File: config.mk
export PLATFORM = sky130hd
export DESIGN_NAME = hsm_ctrl
export DESIGN_NICKNAME = d
export VERILOG_FILES = /design/src/core/hsm_pkg.sv /design/src/core/hsm_pwm_gen.sv /design/src/core/hsm_ctrl.sv
export SDC_FILE = /design/constraint.sdc
export NUM_CORES = 1
export LEC_CHECK = 0
export ABC_CLOCK_PERIOD_IN_PS = 9300
export BUFFER_PORTS_ARGS = -buffer_cell sky130_fd_sc_hd__clkbuf_2
export CAP_MARGIN = 20
export CORE_MARGIN = 5
export CORE_UTILIZATION = 52
export CTS_CLUSTER_SIZE = 25
export DETAILED_ROUTE_END_ITERATION = 8
export MAX_ROUTING_LAYER = met4
export PLACE_DENSITY_LB_ADDON = 0.2
export SYNTH_ARGS = -nofsm -noshare
export SYNTH_HDL_FRONTEND = slang
export SYNTH_SLANG_ARGS = --single-unit
File: constraint.sdc
create_clock -name clk_i -period 9.3 [get_ports clk_i]
set_clock_uncertainty 0.2 [all_clocks]
set_input_delay 0.93 -clock clk_i [delete_from_list [all_inputs] [get_ports clk_i]]
set_output_delay 0.93 -clock clk_i [all_outputs]
set_load 0.1 [all_outputs]
File: src/core/hsm_pkg.sv
// Behaviour
// - Boot loads defaults, then rests low-power
// - Playback start enters drive state
// - Playback end returns to selected rest
// - Any fault after boot forces low-power rest directly
// - Mode field: inactive, reg, pwm, rtm, etm
// - Inactive waits until request and faults clear
// - Registers and serial port survive rest states
// - Waveform memory survives all states
// - Embedded: no fault clear, retry each request
// - Register streaming drives direct drive level
// - Register-triggered memory ignores input edges
// - Edge-triggered memory: configured input edge or bit
// - Output switches at fixed 187.5 kHz
// - Output short puts bridge in high impedance
// - Open loop disables back-EMF adjustment
// - Closed loop enables features individually
// - Open loop allows shaped waveform, sine default
// - Supply limits drive level, reading exported
// - Over-temperature warns and shuts drive down
// - Output within 7.5 us or 1.5 us (750 or 150 cycles)
package hsm_pkg;

   // =========================================================
   // Modes and timing
   // =========================================================
   localparam logic [2:0] MODE_INACTIVE  = 3'h0;
   localparam logic [2:0] MODE_REG_STRM  = 3'h1;
   localparam logic [2:0] MODE_PWM_STRM  = 3'h2;
   localparam logic [2:0] MODE_REG_TRIG  = 3'h3;
   localparam logic [2:0] MODE_EDGE_TRIG = 3'h4;

   localparam int CLK_HZ       = 100_000_000;
   localparam int PWM_HZ_X10   = 1_875_000;
   localparam int PWM_DIV      = (CLK_HZ * 10) / PWM_HZ_X10;
   localparam int WAKE_IDLE_US_X100 = 75;
   localparam int WAKE_STBY_US_X100 = 15;
   localparam int WAKE_IDLE_CYC = (WAKE_IDLE_US_X100 * 1000) / 100;
   localparam int WAKE_STBY_CYC = (WAKE_STBY_US_X100 * 1000) / 100;
   localparam int BOOT_CYC     = 16;

   localparam logic [1:0] EDGE_RISE = 2'h0;
   localparam logic [1:0] EDGE_FALL = 2'h1;
   localparam logic [1:0] EDGE_BOTH = 2'h2;

   typedef enum logic [4:0] {
      HSM_BOOT  = 5'b00001,
      HSM_IDLE  = 5'b00010,
      HSM_STBY  = 5'b00100,
      HSM_WAKE  = 5'b01000,
      HSM_DRIVE = 5'b10000
   } hsm_state_e;

endpackage : hsm_pkg

File: src/core/hsm_pwm_gen.sv
// =========================================================
// Fixed-rate H-bridge PWM generator
// =========================================================
module hsm_pwm_gen #(
   parameter int DIV = 533
) (
   input  wire logic       clk_i,
   input  wire logic       rst_i,
   input  wire logic       en_i,
   input  wire logic [7:0] level_i,
   output logic            pos_o,
   output logic            neg_o
);
   logic [9:0] cnt;
   logic [17:0] thr;
   logic       neg_sign;
   logic [7:0] mag;

   // Signed level gives magnitude and polarity.
   assign neg_sign = level_i[7];
   assign mag      = neg_sign ? 8'(~level_i + 8'h01) : level_i;
   assign thr      = 18'(mag) * 18'(DIV) / 18'h00080;

   // Period counter is independent of any input PWM rate.
   always_ff @(posedge clk_i) begin
      if (rst_i || !en_i || cnt == 10'(DIV - 1)) begin
         cnt <= 10'h000;
      end else begin
         cnt <= cnt + 10'h001;
      end
   end

   // Duty comparison steers one bridge side.
   always_ff @(posedge clk_i) begin
      if (rst_i || !en_i) begin
         pos_o <= 1'b0;
         neg_o <= 1'b0;
      end else begin
         pos_o <= !neg_sign && (18'(cnt) < thr);
         neg_o <= neg_sign && (18'(cnt) < thr);
      end
   end
endmodule : hsm_pwm_gen

File: src/core/hsm_ctrl.sv
// =========================================================
// State and mode controller
// =========================================================
module hsm_ctrl #(
   parameter int WAKE_IDLE = hsm_pkg::WAKE_IDLE_CYC,
   parameter int WAKE_STBY = hsm_pkg::WAKE_STBY_CYC
) (
   input  wire logic       clk_i,
   input  wire logic       rst_i,
   input  wire logic [2:0] mode_i,
   input  wire logic       standby_en_i,
   input  wire logic       sequence_trigger_i,
   input  wire logic [7:0] direct_drive_level_i,
   input  wire logic [7:0] pwm_level_i,
   input  wire logic [7:0] memory_level_i,
   input  wire logic       playback_done_i,
   input  wire logic [2:0] gpi_i,
   input  wire logic [5:0] gpi_edge_cfg_i,
   input  wire logic       closed_loop_i,
   input  wire logic [3:0] loop_feature_en_i,
   input  wire logic       custom_wave_en_i,
   input  wire logic [7:0] supply_level_i,
   input  wire logic       short_fault_i,
   input  wire logic       temp_fault_i,
   input  wire logic       other_fault_i,
   input  wire logic       fault_clear_i,
   input  wire logic       embedded_i,
   output logic [4:0]      state_o,
   output logic            drive_active_o,
   output logic            output_positive_o,
   output logic            output_negative_o,
   output logic            bridge_hiz_o,
   output logic            back_emf_en_o,
   output logic [3:0]      loop_feature_o,
   output logic            shaped_wave_o,
   output logic [7:0]      supply_level_o,
   output logic            temp_warning_o,
   output logic            fault_o,
   output logic            memory_start_o
);
   hsm_pkg::hsm_state_e state;
   hsm_pkg::hsm_state_e next_state;
   logic [2:0]  gpi_m;
   logic [2:0]  gpi_s;
   logic [2:0]  gpi_d;
   logic [2:0]  gpi_hit;
   logic [13:0] wait_cnt;
   logic [4:0]  boot_cnt;
   logic        fault_flag;
   logic        fault_now;
   logic        edge_req;
   logic        request;
   logic        mode_mem;
   logic [7:0]  src_level;
   logic [7:0]  lim_level;
   logic [7:0]  drv_level;
   logic        pwm_pos;
   logic        pwm_neg;

   // Edge detect per input with its configured sense.
   function automatic logic edge_hit(input logic cur, input logic prv,
                                     input logic [1:0] cfg);
      case (cfg)
         hsm_pkg::EDGE_RISE: edge_hit = cur && !prv;
         hsm_pkg::EDGE_FALL: edge_hit = !cur && prv;
         hsm_pkg::EDGE_BOTH: edge_hit = cur != prv;
         default:            edge_hit = 1'b0;
      endcase
   endfunction : edge_hit

   // Pins from outside are synchronised twice.
   always_ff @(posedge clk_i) begin
      if (rst_i) begin
         gpi_m <= 3'h0;
         gpi_s <= 3'h0;
         gpi_d <= 3'h0;
      end else begin
         gpi_m <= gpi_i;
         gpi_s <= gpi_m;
         gpi_d <= gpi_s;
      end
   end

   // Trigger decode per mode.
   genvar g;
   generate
      for (g = 0; g < 3; g++) begin : g_edge
         assign gpi_hit[g] = edge_hit(gpi_s[g], gpi_d[g],
                                      gpi_edge_cfg_i[2*g +: 2]);
      end
   endgenerate
   assign edge_req = (mode_i == hsm_pkg::MODE_EDGE_TRIG) && |gpi_hit;
   assign mode_mem = (mode_i == hsm_pkg::MODE_REG_TRIG) ||
                     (mode_i == hsm_pkg::MODE_EDGE_TRIG);
   // Only the register bit starts register-triggered playback.
   assign request = (mode_mem && sequence_trigger_i) || edge_req ||
                    (mode_i == hsm_pkg::MODE_REG_STRM) ||
                    (mode_i == hsm_pkg::MODE_PWM_STRM);
   assign fault_now = short_fault_i || temp_fault_i || other_fault_i;

   // Sticky fault; embedded use clears it on each request.
   always_ff @(posedge clk_i) begin
      if (rst_i) begin
         fault_flag <= 1'b0;
      end else if (fault_now) begin
         fault_flag <= 1'b1; // set wins over clear
      end else if (fault_clear_i || (embedded_i && request)) begin
         fault_flag <= 1'b0;
      end
   end

   // Next-state selection.
   always_comb begin
      next_state = state;
      case (state)
         hsm_pkg::HSM_BOOT: begin
            if (boot_cnt == 5'(hsm_pkg::BOOT_CYC)) begin
               next_state = hsm_pkg::HSM_IDLE;
            end
         end
         hsm_pkg::HSM_IDLE, hsm_pkg::HSM_STBY: begin
            if (!standby_en_i) begin
               next_state = hsm_pkg::HSM_IDLE;
            end else begin
               next_state = hsm_pkg::HSM_STBY;
            end
            if (request && (!fault_flag || embedded_i)) begin
               next_state = hsm_pkg::HSM_WAKE;
            end
         end
         hsm_pkg::HSM_WAKE: begin
            if (wait_cnt == 14'h0001) begin
               next_state = hsm_pkg::HSM_DRIVE;
            end
         end
         hsm_pkg::HSM_DRIVE: begin
            if (playback_done_i || mode_i == hsm_pkg::MODE_INACTIVE) begin
               next_state = standby_en_i ? hsm_pkg::HSM_STBY
                                         : hsm_pkg::HSM_IDLE;
            end
         end
         default: next_state = hsm_pkg::HSM_IDLE;
      endcase
      if (fault_now && state != hsm_pkg::HSM_BOOT) begin
         next_state = hsm_pkg::HSM_IDLE;
      end
   end

   // State register and boot timer; no register is cleared on rest.
   always_ff @(posedge clk_i) begin
      if (rst_i) begin
         state    <= hsm_pkg::HSM_BOOT;
         boot_cnt <= 5'h00;
      end else begin
         state <= next_state;
         if (state == hsm_pkg::HSM_BOOT) begin
            boot_cnt <= boot_cnt + 5'h01;
         end
      end
   end

   // Wake latency counter, shorter from standby.
   always_ff @(posedge clk_i) begin
      if (rst_i) begin
         wait_cnt <= 14'h0000;
      end else if (next_state == hsm_pkg::HSM_WAKE &&
                   state != hsm_pkg::HSM_WAKE) begin
         wait_cnt <= (state == hsm_pkg::HSM_STBY) ? 14'(WAKE_STBY)
                                                   : 14'(WAKE_IDLE);
      end else if (wait_cnt != 14'h0000) begin
         wait_cnt <= wait_cnt - 14'h0001;
      end
   end

   // Source select and supply limit.
   assign src_level = (mode_i == hsm_pkg::MODE_REG_STRM) ?
                      direct_drive_level_i :
                      (mode_i == hsm_pkg::MODE_PWM_STRM) ? pwm_level_i
                                                         : memory_level_i;
   assign lim_level = (src_level[7] ? 8'(~src_level + 8'h01) : src_level)
                      > supply_level_i ?
                      (src_level[7] ? 8'(~supply_level_i + 8'h01)
                                    : supply_level_i)
                      : src_level;
   assign drv_level = (state == hsm_pkg::HSM_DRIVE) ? lim_level : 8'h00;

   hsm_pwm_gen #(
      .DIV (hsm_pkg::PWM_DIV)
   ) u_pwm (
      .clk_i   (clk_i),
      .rst_i   (rst_i),
      .en_i    (state == hsm_pkg::HSM_DRIVE && !fault_now),
      .level_i (drv_level),
      .pos_o   (pwm_pos),
      .neg_o   (pwm_neg)
   );

   // Registered outputs.
   always_ff @(posedge clk_i) begin
      if (rst_i) begin
         state_o           <= 5'h01;
         drive_active_o    <= 1'b0;
         output_positive_o <= 1'b0;
         output_negative_o <= 1'b0;
         bridge_hiz_o      <= 1'b1;
         back_emf_en_o     <= 1'b0;
         loop_feature_o    <= 4'h0;
         shaped_wave_o     <= 1'b0;
         supply_level_o    <= 8'h00;
         temp_warning_o    <= 1'b0;
         fault_o           <= 1'b0;
         memory_start_o    <= 1'b0;
      end else begin
         state_o           <= 5'(next_state);
         drive_active_o    <= next_state == hsm_pkg::HSM_DRIVE;
         output_positive_o <= pwm_pos && !short_fault_i;
         output_negative_o <= pwm_neg && !short_fault_i;
         bridge_hiz_o      <= short_fault_i || temp_fault_i ||
                              state != hsm_pkg::HSM_DRIVE;
         back_emf_en_o     <= closed_loop_i;
         loop_feature_o    <= closed_loop_i ? loop_feature_en_i
                                            : 4'h0;
         shaped_wave_o     <= !closed_loop_i && custom_wave_en_i;
         supply_level_o    <= supply_level_i;
         temp_warning_o    <= temp_fault_i;
         fault_o           <= fault_flag || fault_now;
         memory_start_o    <= mode_mem && state == hsm_pkg::HSM_WAKE &&
                              next_state == hsm_pkg::HSM_DRIVE;
      end
   end
endmodule : hsm_ctrl

==> metrics.txt <==
outcome=finished clean; CP endpoint kind=flop; Required @ worst endpoint=9.32 ns; Simple-Gate Fraction of Synth Area=0.2423; routability congestion estimate=0.9149; top-count cell post-synth=nor2_1; final slew viol count=0; Static Leakage=2.964 nW; Crit Path Category=in2reg; Worst Max-Slew Pin Slew=0.8551 ns; port buffer count=85; first-pass GRT wire length=19.96 mm; CTS Buf Count=9; Routed WL=12.03 mm; Commonest cells post-synth=nor2_1, dfxtp_1, ha_1; maximum buffer depth of the clock tree=2; Slew headroom=0.4299; clock root buffer=clkbuf_8; Worst-path clk slew=0.08 ns; number of H-tree levels=3; share of layout cells above drive strength 1=0.2693; drt first pass iters=5; fin crit period=8.990 ns; Global Route Usage Sum=0.2127; Buf/Inv on CP=4; die span in x=108.3 µm; antenna violations before repair=0; hold_ws=0.2429 ns; clock latency on the worst-skew pair=0.34 ns; die area=11740 µm²; mapped cell area=5029 µm²; post-DR vias/cell=5.449; Synthesized Nets=731; Yosys top cell by area=dfxtp_1; post-synthesis mux area share=0.003981; Multi-input gate area=3590 µm²; Clock Sinks=67; CTS tree=built; DR DRC count=0; Mapped Cells=600; IO Count=86; Yosys cell types=74; Yosys reg bits=67; FP Rows=35; Fill cells=791; Post-Synth Adder-Cell Area=0.1826; final period utilization=0.9667; f_max=111.2 MHz; nets=850; Worst path top cell family by delay=compound AO/OA/AOI/OAI gates; largest net degree at the start of global routing=45; PwrDens=151.9 nW/µm²; final setup vio count=0; DIE HEIGHT=108.3 µm; area fraction in compound gates after synthesis=0.1680; total power=936.9 µW; max-cap viol count=0; largest family of logic cells by synthesized area=simple AND/OR/NAND/NOR gates; final hold violations=0; crit-path max FO=13; starting density of the core=0.5391; wire per inst=14.10 µm; worst hold path class=reg2reg; Vias=4648; Crit-path slowest cell=fa_1; Yosys warnings=0; EDFF count, synth=0; Max IR drop VDD=0.08760 mV; top cells by area, synth=dfxtp_1, ha_1, nor2_1, xnor2_1, a21oi_1; total congestion overflow=0; Critical Path AT=9.01 ns; ys async rst share=0; post-synthesis xor/xnor area fraction=0.08684; Mean Syn Cell Area=8.381 µm²; crit-path max cell delay=0.53 ns; vias in the first global route=4548; register area=1341 µm²; hpwl dp=9.456 mm; diodes inserted=0; Critical Path Most Common Cell=a21o_1; Routed Antenna Nets=0; CP Launch Type=input pin; post-synth top area share=0.2667; area delta synth->final=22.67%; core outline area=9328 µm²; Iter 0 DRT Violations=277; Seq/Total Area, Yosys=0.2667; final core occ=0.6613; Most used DFF post-synth=dfxtp_1
==> cells in the final DEF, fill, tap and decap left out, drive strengths merged, types with 4 or more instances in the layout <==
cell type / count
a21o: 13
fa: 4
nand2: 42
ha: 67
nand3: 18
a21oi: 39
o22ai: 4
nor2: 84
and3: 6
nor2b: 16
xor2: 22
nand4: 13
or3: 6
o21a: 5
dfxtp: 67
o211ai: 10
nand3b: 4
clkbuf: 91
nor4: 8
o21ai: 22
o221ai: 4
buf: 43
nand2b: 6
inv: 36
nor3b: 7
nor3: 12
xnor2: 27
and2: 11
a211oi: 6
==> per-stage QoR <==
| step | TNS (ns) | area, µm² | cells | setup WS (ns) |
|---|---|---|---|---|
| 4_1_cts | 0 | 5981 | 851 | 0.01543 |
| 5_1_grt | -0.1482 | 6168 | 853 | -0.1086 |
| 2_1_floorplan | 0 | 5029 | 600 | 0.02204 |
| 6_report | 0 | 6168 | 853 | 0.3096 |
| 3_5_place_dp | -0.7254 | 5772 | 835 | -0.3640 |
| 3_3_place_gp | -0.02575 | 5772 | 835 | -0.02575 |
==> metal layers <==
layer  vias up  wire length [µm]  GRT usage
met5         -                 0          -
met4         0               161    0.05861
met3        13               463    0.02985
met2       105              6012     0.3650
met1      2179              5391     0.2619
li1       2351                 -          -
==> repair_timing <==
item / 4_1_cts / 5_1_grt
cloned: 0 / 0
resized for setup: 1 / 40
hold buffers: 0 / 0
buffers inserted: 0 / 2
pin swaps: 0 / 13
setup endpoints to repair: 2 / 2
==> final timing paths <==
| kind | from | end | slack, ns | depth (start not counted) |
|---|---|---|---|---|
| worst max register to register | state_o[3]$_SDFF_PP0_ | u_pwm.neg_o$_SDFF_PP0_ | 2.01 | 30 |
| worst min register to register | gpi_m[0]$_SDFF_PP0_ | gpi_s[0]$_SDFF_PP0_ | 0.24 | 1 |
| worst min-delay path | gpi_m[0]$_SDFF_PP0_ | gpi_s[0]$_SDFF_PP0_ | 0.24 | 1 |
| worst max-delay path | mode_i[2] | u_pwm.neg_o$_SDFF_PP0_ | 0.31 | 42 |
==> power by group <==
group | switching [mW] | leakage, nW | internal, mW | total, mW
Clock | 0.124 | 0.0988 | 0.128 | 0.252
Sequential | 0.0259 | 0.549 | 0.320 | 0.345
Combinational | 0.199 | 2.32 | 0.140 | 0.339
Total | 0.349 | 2.96 | 0.588 | 0.937
==> layout make-up <==
type,count,area share
Clock buffer,9,0.02008
Clock inverter,7,0.01339
Inverter,32,0.01947
Multi-Input combinational cell,484,0.5819
Sequential cell,67,0.2174
Tap cell,129,0.02617
Timing Repair Buffer,125,0.1215
==> logic make-up after synthesis <==
kind of cell    count (synthesis)
compound gates                121
xor+xnor                       49
fa+ha+maj                      71
buf+inv                        49
flops                          67
mux                             2
simple gates                  241
==> sequential cells by signal, summed over array words and instances (netlist names) <==
register and cells:
gpi_s 3, gpi_d 3, u_pwm.pos_o 1, output_positive_o 1, gpi_m 3, shaped_wave_o 1
fault_o 1, drive_active_o 1, fault_flag 1, boot_cnt 5, temp_warning_o 1, supply_level_o 8
output_negative_o 1, back_emf_en_o 1, wait_cnt 14, state_o 5, bridge_hiz_o 1, memory_start_o 1
u_pwm.neg_o 1, u_pwm.cnt 10, loop_feature_o 4
(Power assumes the default switching activity.)
